### config.mk
export PLATFORM = sky130hd
export DESIGN_NAME = crp_check_logic
export DESIGN_NICKNAME = d
export VERILOG_FILES = /design/src/verilog/crp_pkg.sv /design/src/verilog/crp_check_logic.sv
export SDC_FILE = /design/constraint.sdc
export NUM_CORES = 1
export LEC_CHECK = 0
export ABC_AREA = 1
export ABC_CLOCK_PERIOD_IN_PS = 3490
export BUFFER_PORTS_ARGS = -buffer_cell sky130_fd_sc_hd__buf_2
export CORE_UTILIZATION = 35
export CTS_BUF_LIST = sky130_fd_sc_hd__clkbuf_8 sky130_fd_sc_hd__clkbuf_16
export CTS_CLUSTER_SIZE = 8
export DETAILED_ROUTE_END_ITERATION = 10
export HOLD_SLACK_MARGIN = 0.02
export MAX_ROUTING_LAYER = met4
export PLACE_DENSITY = 0.71
export SYNTH_ARGS = -nofsm -noshare
export SYNTH_HDL_FRONTEND = slang
export SYNTH_SLANG_ARGS = --single-unit
### constraint.sdc
create_clock -name clk -period 3.49 [get_ports clk]
set_input_delay 0.349 -clock clk [delete_from_list [all_inputs] [get_ports clk]]
set_output_delay 0.349 -clock clk [all_outputs]
set_load 0.01 [all_outputs]
### src/verilog/crp_pkg.sv
package crp_pkg;
    // register byte offsets
    localparam logic [3:0] CRP_OFF_CTRL = 4'h0;
    localparam logic [3:0] CRP_OFF_STATUS = 4'h4;
    localparam logic [3:0] CRP_OFF_MASK = 4'h8;
    localparam logic [3:0] CRP_OFF_LEN = 4'hc;
    // check bit positions
    localparam int CRP_B_READSTA = 0;
    localparam int CRP_B_HOPPER = 1;
    localparam int CRP_B_CLUTCH = 2;
    localparam int CRP_B_PUNCHSTA = 3;
    localparam int CRP_B_JAM = 4;
    localparam int CRP_B_RDCMP = 5;
    localparam int CRP_B_PUCMP = 6;
    localparam int CRP_B_OVERRUN = 7;
    localparam int CRP_B_INVCODE = 8;
    localparam int CRP_NCHK = 9;
    localparam logic [CRP_NCHK-1:0] CRP_CHK_RST = 9'h000;
    localparam logic [6:0] CRP_LEN_RST = 7'h00;
    localparam logic [1:0] CRP_RESP_OKAY = 2'b00;
    localparam logic [1:0] CRP_RESP_SLVERR = 2'b10;
    // timing
    localparam int CRP_CLK_MHZ = 20;
    localparam int CRP_RDCMP_US = 100;
    localparam int CRP_RDCMP_CYC = CRP_RDCMP_US * CRP_CLK_MHZ;
    localparam int CRP_CNT_W = 12;
    localparam logic [7:0] CRP_LEN_FULL = 8'h80;
endpackage

### src/verilog/crp_check_logic.sv
// Function
// (RULE1) read station check when any read cell dark at feed cam point two
// (RULE2) hopper check when no card registered at read station by point three
// (RULE3) feed clutch check when point one arrives without clutch pick this cycle
// (RULE4) punch station check when punch cell dark at point three
// (RULE5) stacker jam check when jam sensed over the stacker
// (RULE6) read compare error unless read cells hold steady 100 us after emitter edge
// (RULE7) punch compare error when echo pulses differ from expected echo pattern
// (RULE8) overrun check when cycle steal not serviced before next column
// (RULE9) invalid code check on two or more holes in rows 1 to 7
// (RULE10) every check line is active low
// (RULE11) punch length register holds 128 minus column count
// (RULE12) checks stay latched until system reset
`timescale 1ns/100ps
module crp_check_logic (
    input wire logic clk,
    input wire logic rst,
    // feed timing and sensors
    input wire logic feedCycleStart,
    input wire logic feed_cam_point_one,
    input wire logic feed_cam_point_two,
    input wire logic feed_cam_point_three,
    input wire logic clutchPicked,
    input wire logic [11:0] readCellDark,
    input wire logic cardAtReadStation,
    input wire logic punchCellDark,
    input wire logic stackerJam,
    // column data
    input wire logic readEmitter,
    input wire logic punchEcho,
    input wire logic [11:0] punchEchoBits,
    input wire logic [11:0] punchExpected,
    input wire logic columnStrobe,
    input wire logic stealGrant,
    output logic stealReq,
    output logic [6:0] punchColumnsLeft,
    // active low check lines
    output logic [crp_pkg::CRP_NCHK-1:0] checkLine_n,
    output logic irq,
    // axi4-lite slave
    input wire logic [3:0] s_axi_awaddr,
    input wire logic s_axi_awvalid,
    output logic s_axi_awready,
    input wire logic [31:0] s_axi_wdata,
    input wire logic [3:0] s_axi_wstrb,
    input wire logic s_axi_wvalid,
    output logic s_axi_wready,
    output logic [1:0] s_axi_bresp,
    output logic s_axi_bvalid,
    input wire logic s_axi_bready,
    input wire logic [3:0] s_axi_araddr,
    input wire logic s_axi_arvalid,
    output logic s_axi_arready,
    output logic [31:0] s_axi_rdata,
    output logic [1:0] s_axi_rresp,
    output logic s_axi_rvalid,
    input wire logic s_axi_rready
);
    import crp_pkg::*;

    // ------------------------------------------------------------
    // overview
    // ------------------------------------------------------------
    // the block only watches; it never stops the feed itself
    // every detector below produces a one-cycle event bit
    // events feed two places: the latched check lines and the status
    // check lines hold until reset so a fault can still be probed
    // status bits are the software view and clear on a status read
    // the interrupt is a level, high while any unmasked status bit is set
    // a masked event still latches its check line
    // the mask only gates the interrupt, never the latching
    // bit order is shared by check lines, status, mask and the checks word
    // all sensor inputs are taken as already synchronous to clk
    // debouncing of cells and switches is left to the sensor side
    // cam point pulses are expected to last exactly one clock
    // a longer cam pulse simply raises the same event again
    // raising the same event again is harmless because checks are sticky

    // ------------------------------------------------------------
    // feed cycle bookkeeping
    // ------------------------------------------------------------
    // feedCycleStart opens a new cycle and forgets the old one
    // the clutch and card memories look at the current cycle only
    // the start pulse itself already counts as part of the new cycle
    // a pick in the very cycle of point one is still accepted
    // that choice avoids a false clutch check from a late pick
    // the hopper test likewise accepts a card seen at point three
    // without a start pulse the memories keep accumulating
    // so a missing start pulse can hide a clutch fault; known limitation

    // ------------------------------------------------------------
    // read compare timing
    // ------------------------------------------------------------
    // the compare window length is a cycle count from the package
    // it assumes the clock rate named there; change both together
    // the snapshot is taken on the emitter leading edge
    // any change of the dark pattern inside the window flags an error
    // the edge cycle itself is excluded, its pattern is the reference
    // a new edge inside a window restarts it with a new reference
    // so back to back columns never compare against a stale pattern

    // ------------------------------------------------------------
    // cycle steal
    // ------------------------------------------------------------
    // one request may be pending at a time
    // a column strobe raises the request one cycle later
    // a grant clears it; a grant with no request is ignored
    // a second strobe before the grant is the overrun condition
    // a strobe in the grant cycle is served and starts a new request
    // the request is registered so the channel never sees a glitch

    // ------------------------------------------------------------
    // register map, byte addresses
    // ------------------------------------------------------------
    // checks word: latched checks, active high, read only
    // status word: sticky events, read clears, read only
    // mask word: interrupt enables, read and write
    // punch length: seven bits, read and write
    // writes to read-only or unmapped words answer with an error
    // reads of unmapped words return zero with an error
    // only whole lanes are written; partial lanes are dropped

    // ------------------------------------------------------------
    // feed checks
    // ------------------------------------------------------------
    logic [CRP_NCHK-1:0] chk_ff, nxt_chk;
    logic [CRP_NCHK-1:0] stat_ff, nxt_stat;
    logic [CRP_NCHK-1:0] mask_ff;
    logic clutchSeen_ff, nxt_clutchSeen;
    logic cardSeen_ff, nxt_cardSeen;
    logic [CRP_NCHK-1:0] evt;

    // clutch and card memory per feed cycle; a pick at point one still counts
    assign nxt_clutchSeen = feedCycleStart ? clutchPicked : (clutchSeen_ff | clutchPicked);
    assign nxt_cardSeen = feedCycleStart ? cardAtReadStation
                                         : (cardSeen_ff | cardAtReadStation);

    assign evt[CRP_B_READSTA] = feed_cam_point_two & (|readCellDark); // RULE1
    assign evt[CRP_B_HOPPER] = feed_cam_point_three & ~nxt_cardSeen; // RULE2
    assign evt[CRP_B_CLUTCH] = feed_cam_point_one & ~nxt_clutchSeen; // RULE3
    assign evt[CRP_B_PUNCHSTA] = feed_cam_point_three & punchCellDark; // RULE4
    assign evt[CRP_B_JAM] = stackerJam; // RULE5

    // ------------------------------------------------------------
    // read compare window
    // ------------------------------------------------------------
    logic emitPrev_ff;
    logic [11:0] cellSnap_ff;
    logic [CRP_CNT_W-1:0] winCnt_ff, nxt_winCnt;
    logic emitEdge;
    logic winActive;

    assign emitEdge = readEmitter & ~emitPrev_ff;
    assign winActive = winCnt_ff != '0;
    // a new edge restarts the window from its own snapshot
    assign nxt_winCnt = emitEdge ? CRP_CNT_W'(CRP_RDCMP_CYC)
                      : winActive ? winCnt_ff - 1'b1 : winCnt_ff;
    assign evt[CRP_B_RDCMP] = winActive & ~emitEdge & (readCellDark != cellSnap_ff); // RULE6

    // ------------------------------------------------------------
    // punch echo, hole code and overrun
    // ------------------------------------------------------------
    function automatic logic multiHole(input logic [6:0] rows);
        logic [2:0] n;
        n = '0;
        for (int i = 0; i < 7; i++) begin
            n = n + {2'b00, rows[i]};
        end
        return n >= 3'd2;
    endfunction

    assign evt[CRP_B_PUCMP] = punchEcho & (punchEchoBits != punchExpected); // RULE7
    // rows 1..7 sit in readCellDark[7:1]
    assign evt[CRP_B_INVCODE] = emitEdge & multiHole(readCellDark[7:1]); // RULE9

    logic stealPend_ff, nxt_stealPend;
    // next column while previous steal still pending means overrun
    assign evt[CRP_B_OVERRUN] = columnStrobe & stealPend_ff & ~stealGrant; // RULE8
    assign nxt_stealPend = columnStrobe | (stealPend_ff & ~stealGrant);
    assign stealReq = stealPend_ff;

    // latched checks, cleared only by reset
    assign nxt_chk = chk_ff | evt; // RULE12
    assign checkLine_n = ~chk_ff; // RULE10

    // ------------------------------------------------------------
    // registers and bus
    // ------------------------------------------------------------
    logic [6:0] len_ff;
    logic awHeld_ff, wHeld_ff;
    logic [3:0] awAddr_ff;
    logic [31:0] wData_ff;
    logic [3:0] wStrb_ff;
    logic bvalid_ff, rvalid_ff;
    logic [31:0] rdata_ff;
    logic [1:0] rresp_ff, bresp_ff;
    logic doWrite, doRead, wrMapped, rdMapped, statRead;
    logic [31:0] rdMux;

    // punch count complement: columns left = 128 - loaded value
    assign punchColumnsLeft = 7'(CRP_LEN_FULL - {1'b0, len_ff}); // RULE11

    assign s_axi_awready = ~awHeld_ff & ~bvalid_ff;
    assign s_axi_wready = ~wHeld_ff & ~bvalid_ff;
    assign doWrite = awHeld_ff & wHeld_ff & ~bvalid_ff;
    assign wrMapped = (awAddr_ff == CRP_OFF_MASK) | (awAddr_ff == CRP_OFF_LEN);
    assign s_axi_arready = ~rvalid_ff;
    assign doRead = s_axi_arvalid & ~rvalid_ff;
    assign rdMapped = s_axi_araddr inside {CRP_OFF_CTRL, CRP_OFF_STATUS, CRP_OFF_MASK,
                                           CRP_OFF_LEN};
    assign statRead = doRead & (s_axi_araddr == CRP_OFF_STATUS);
    assign rdMux = (s_axi_araddr == CRP_OFF_CTRL) ? {23'h0, chk_ff}
                 : (s_axi_araddr == CRP_OFF_STATUS) ? {23'h0, stat_ff}
                 : (s_axi_araddr == CRP_OFF_MASK) ? {23'h0, mask_ff}
                 : (s_axi_araddr == CRP_OFF_LEN) ? {25'h0, len_ff} : 32'h0;

    // sticky status: read clears, but a same-cycle event wins
    assign nxt_stat = (statRead ? '0 : stat_ff) | evt;
    assign irq = |(stat_ff & mask_ff);
    assign s_axi_bvalid = bvalid_ff;
    assign s_axi_bresp = bresp_ff;
    assign s_axi_rvalid = rvalid_ff;
    assign s_axi_rdata = rdata_ff;
    assign s_axi_rresp = rresp_ff;

    // check and sequencing state
    always_ff @(posedge clk) begin
        if (rst) begin
            chk_ff <= CRP_CHK_RST;
            stat_ff <= CRP_CHK_RST;
            clutchSeen_ff <= 1'b0;
            cardSeen_ff <= 1'b0;
            emitPrev_ff <= 1'b0;
            cellSnap_ff <= '0;
            winCnt_ff <= '0;
            stealPend_ff <= 1'b0;
        end else begin
            chk_ff <= nxt_chk;
            stat_ff <= nxt_stat;
            clutchSeen_ff <= nxt_clutchSeen;
            cardSeen_ff <= nxt_cardSeen;
            emitPrev_ff <= readEmitter;
            if (emitEdge) begin
                cellSnap_ff <= readCellDark;
            end
            winCnt_ff <= nxt_winCnt;
            stealPend_ff <= nxt_stealPend;
        end
    end

    // write channel: address and data taken in either order
    always_ff @(posedge clk) begin
        if (rst) begin
            awHeld_ff <= 1'b0;
            wHeld_ff <= 1'b0;
            awAddr_ff <= '0;
            wData_ff <= '0;
            wStrb_ff <= '0;
            bvalid_ff <= 1'b0;
            bresp_ff <= CRP_RESP_OKAY;
            mask_ff <= CRP_CHK_RST;
            len_ff <= CRP_LEN_RST;
        end else begin
            if (s_axi_awvalid & s_axi_awready) begin
                awHeld_ff <= 1'b1;
                awAddr_ff <= s_axi_awaddr;
            end
            if (s_axi_wvalid & s_axi_wready) begin
                wHeld_ff <= 1'b1;
                wData_ff <= s_axi_wdata;
                wStrb_ff <= s_axi_wstrb;
            end
            if (doWrite) begin
                awHeld_ff <= 1'b0;
                wHeld_ff <= 1'b0;
                bvalid_ff <= 1'b1;
                bresp_ff <= wrMapped ? CRP_RESP_OKAY : CRP_RESP_SLVERR;
                if (awAddr_ff == CRP_OFF_MASK) begin
                    if (wStrb_ff[0]) mask_ff[7:0] <= wData_ff[7:0];
                    if (wStrb_ff[1]) mask_ff[8] <= wData_ff[8];
                end
                if ((awAddr_ff == CRP_OFF_LEN) & wStrb_ff[0]) begin
                    len_ff <= wData_ff[6:0];
                end
            end else if (bvalid_ff & s_axi_bready) begin
                bvalid_ff <= 1'b0;
            end
        end
    end

    // read channel, one cycle after address
    always_ff @(posedge clk) begin
        if (rst) begin
            rvalid_ff <= 1'b0;
            rdata_ff <= '0;
            rresp_ff <= CRP_RESP_OKAY;
        end else if (doRead) begin
            rvalid_ff <= 1'b1;
            rdata_ff <= rdMux;
            rresp_ff <= rdMapped ? CRP_RESP_OKAY : CRP_RESP_SLVERR;
        end else if (rvalid_ff & s_axi_rready) begin
            rvalid_ff <= 1'b0;
        end
    end
endmodule

==> results.md <==
* Crit end category: register
* DR iter-0 viols at 117
* Area Growth Syn to Fin at 19.7%
* Critical path buffers and inverters at 3
* DRC at 0
* Maxcap violations at 0
* R2r worst-path depth at 9
* Top cell by count, worst path: fa_1
* CTS tree: built
* Max-slew headroom at 0.606
* Setup crit end: stat_ff[8]
* Area leader, netlist: dfxtp_1
* Worst slew pin tran at slightly below 0.6 ns
* Seq/Total Area, Yosys at 0.416
* Reg clk slew, reported paths at 0.07 ns
* Synth area leaders: dfxtp_1, nand2_1, a21oi_1
* Post-CTS Setup Inserts at 0
* Mapped Avg Cell Area at slightly above 7 um^2
* First-pass GRT wire length at 16500 um
* Hold Buf Count CTS at 0
* Total of warnings raised by yosys at 0
* Final period util at 0.727
* Worst skew pair latency at roughly 0.35 ns
* Die Ht at 114 um
* CTS max path bufs at 2
* Via count at 3963
* Crit path required time at 3.71 ns
* Yosys cell types at 32
* H-tree levels at 3
* I/O pin cnt at 158
* Mapped Area at between 0.004 and 0.005 mm^2
* Post-Synthesis Cells at 614
* Pwr Density at 482 mW/mm^2
* Rows at 40
* Slack of the worst reg-to-reg path at 1.92 ns
* Post-synth top area share at 0.416
* RSZ-0062 raised after global routing: no
* Maximum vdd drop at 260 uV
* F_max at 394 MHz
* Die width at approximately 110 um
* Largest net degree at the start of global routing at 57
* Design area at 0.00530 mm^2
* Post-cts sizing count at 0
* Startpoint types: input pin
* Hold Vio Cnt, Final at 0
* Port Buffers at about 110
* R2R Path End: stat_ff[5]
* Final Skew at 0.00792 ns
* CP Max Fanout at 4
* Synth async-reset ratio at 0
* CP peak stage delay at between 0.5 and 0.6 ns
* Max-slew violations at 0
* Drt pass-1 iters at 4
* Vias per inst at between 4 and 5
* Hpwl dp at 7690 um
* Number of global-route vias before repair at 3668
* Largest delay share family, worst path: adder cells
* Top-count cell post-synth: nand2_1
* Critical Path Stages at 10
* Outcome: complete, no violations
* HP Class: in2reg
* Drt total wl at slightly above 10000 um
* Die ar. at 0.0131 mm^2
* CP Class: in2reg
* Initial Util at 0.364
* Setup_tns at 0 ns
* Wirelength per Cell at around 11 um
* Aggregate global-route resource usage at 0.166
* Nets@finish at 822
* Core box area at 0.0122 mm^2
* Area after DPL at 0.00501 mm^2
* Final setup vio count at 0
* Total grt overflow at 0
* Slowest cell on the critical path: fa_1
* CP Cell Sequence: buf_2 -> fa_1 -> inv_1 -> fa_1 -> inv_1 -> ha_1 -> a21o_1 -> fa_1 -> o21ai_0 -> a21oi_1
* Fraction of layout cells with a size suffix above 1 at 0.198
* Worst R2R Start: winCnt_ff[0]
* Post-synth top cells: nand2_1, dfxtp_1, inv_1
* Final ANT Viol Nets at 0
* Worst Hold Depth at 3
* Post-synth EDFFs at 0
* Static leakage at roughly 2.5 nW
* Tmin final at between 2 and 3 ns
* Clock buffer count from CTS at 9
* Clock sinks at 92
* Critical path startpoint: readCellDark[1]
* Synth Register Bits at 92
* Worst EP arrival at ~2.8 ns
* Inserted Diodes at 0
* Initial antenna violation count at 0
* Top_reg_cell synth: dfxtp_1
* Fillers at 1297
* Final hold slack at about 0.21 ns
* Root Buffer: clkbuf_16
* Routability cong. at 0.797
-- placed cells by master (no fill, tap or decap) --
cell type	synthesis	routed
fa_1	3	3
nand3_1	22	22
inv_6	0	3
nor3_1	4	4
ha_1	3	3
nand2_2	7	7
buf_4	26	5
conb_1	1	25
nor2_2	4	4
a211oi_2	1	1
o21ai_0	61	61
a21oi_1	72	72
dfxtp_1	92	92
clkinv_4	0	1
buf_2	4	107
nand4_1	2	2
a21o_1	1	1
nand2_1	97	97
xnor2_1	16	16
nor2_4	3	3
clkbuf_16	0	9
inv_8	0	2
o22ai_1	5	5
a31oi_1	2	2
clkinv_1	1	2
xor2_1	5	5
nor4_1	4	4
o21a_1	1	1
nor2_1	68	68
o21ai_1	2	2
inv_1	89	88
clkinvlp_4	0	1
a221oi_1	1	1
o211ai_1	3	3
-- worst reg2reg max path: cells and delay by family, from the launching register on --
kind	cells	cell delay [ns]
fa+ha+maj	1	0.25
compound gates	1	0.13
buf+inv	2	0.18
simple gates	5	0.58
flops	1	0.36
-- cell families (layout without fill, tap and decap cells) --
logic type                 after synthesis  after routing  share of synthesized area
DFF                                     92             92                      0.416
AOI/OAI and AO/OA                      149            149                      0.176
and+or+nand+nor                        211            211                      0.201
buffers and inverters                  134            218                      0.142
xor gates and xnor gates                21             21                     0.0416
adders and majority gates                6              6                     0.0221
other                                    1             25                   0.000848
-- area by class of cell --
cell class,instances,area [um^2],area share
repair buffers,112,573,0.108
inverters,90,338,0.0638
clock buffers,9,225,0.0425
well taps,168,210,0.0397
clock inverters,7,65.1,0.0123
flip-flops and latches,92,1840,0.348
multi-input cells,412,2040,0.386
-- per-layer routing --
metal  GRT usage  vias to the layer above  share of wire  wire length, um
li1            -                     2117              -                -
met1       0.191                     1744           0.47             4790
met2       0.288                       92           0.47             4800
met3      0.0371                       10          0.048              489
met4      0.0519                        0          0.012              122
met5           -                        -              0                0
-- worst min path at each step --
stage	from	endpoint
floorplan	awAddr_ff[3]	s_axi_bresp[1]
global placement	awAddr_ff[3]	s_axi_bresp[1]
detailed placement	wData_ff[7]	wData_ff[7]
CTS	readEmitter	emitPrev_ff
global route	clutchPicked	clutchSeen_ff
finish	readEmitter	emitPrev_ff
-- registers in the layout, indices dropped and copies added, names as in the netlist, 4 cells and up --
signal and flops:
mask_ff 9, wData_ff 9, awAddr_ff 4, chk_ff 9
s_axi_rdata 9, cellSnap_ff 12, winCnt_ff 12, stat_ff 9
len_ff 7
-- where the power goes --
part	total, mW	switching, mW	internal, mW
clock	0.955	0.453	0.502
combinational	0.416	0.252	0.164
sequential	1.18	0.0505	1.13
total	2.55	0.756	1.80
-- per-stage QoR --
| stage | cells | power (mW) | util | setup slack [ns] |
|---|---|---|---|---|
| global route | 890 | 2.69 | 0.435 | 0.814 |
| global placement | 874 | 1.61 | 0.412 | 0.618 |
| floorplan | 638 | 1.50 | - | 0.828 |
| CTS | 890 | 2.58 | 0.435 | 0.969 |
| detailed placement | 874 | 1.62 | 0.412 | 0.591 |
| finish | 890 | 2.55 | 0.435 | 0.953 |
No activity file was read; power rests on OpenSTA's default activity.
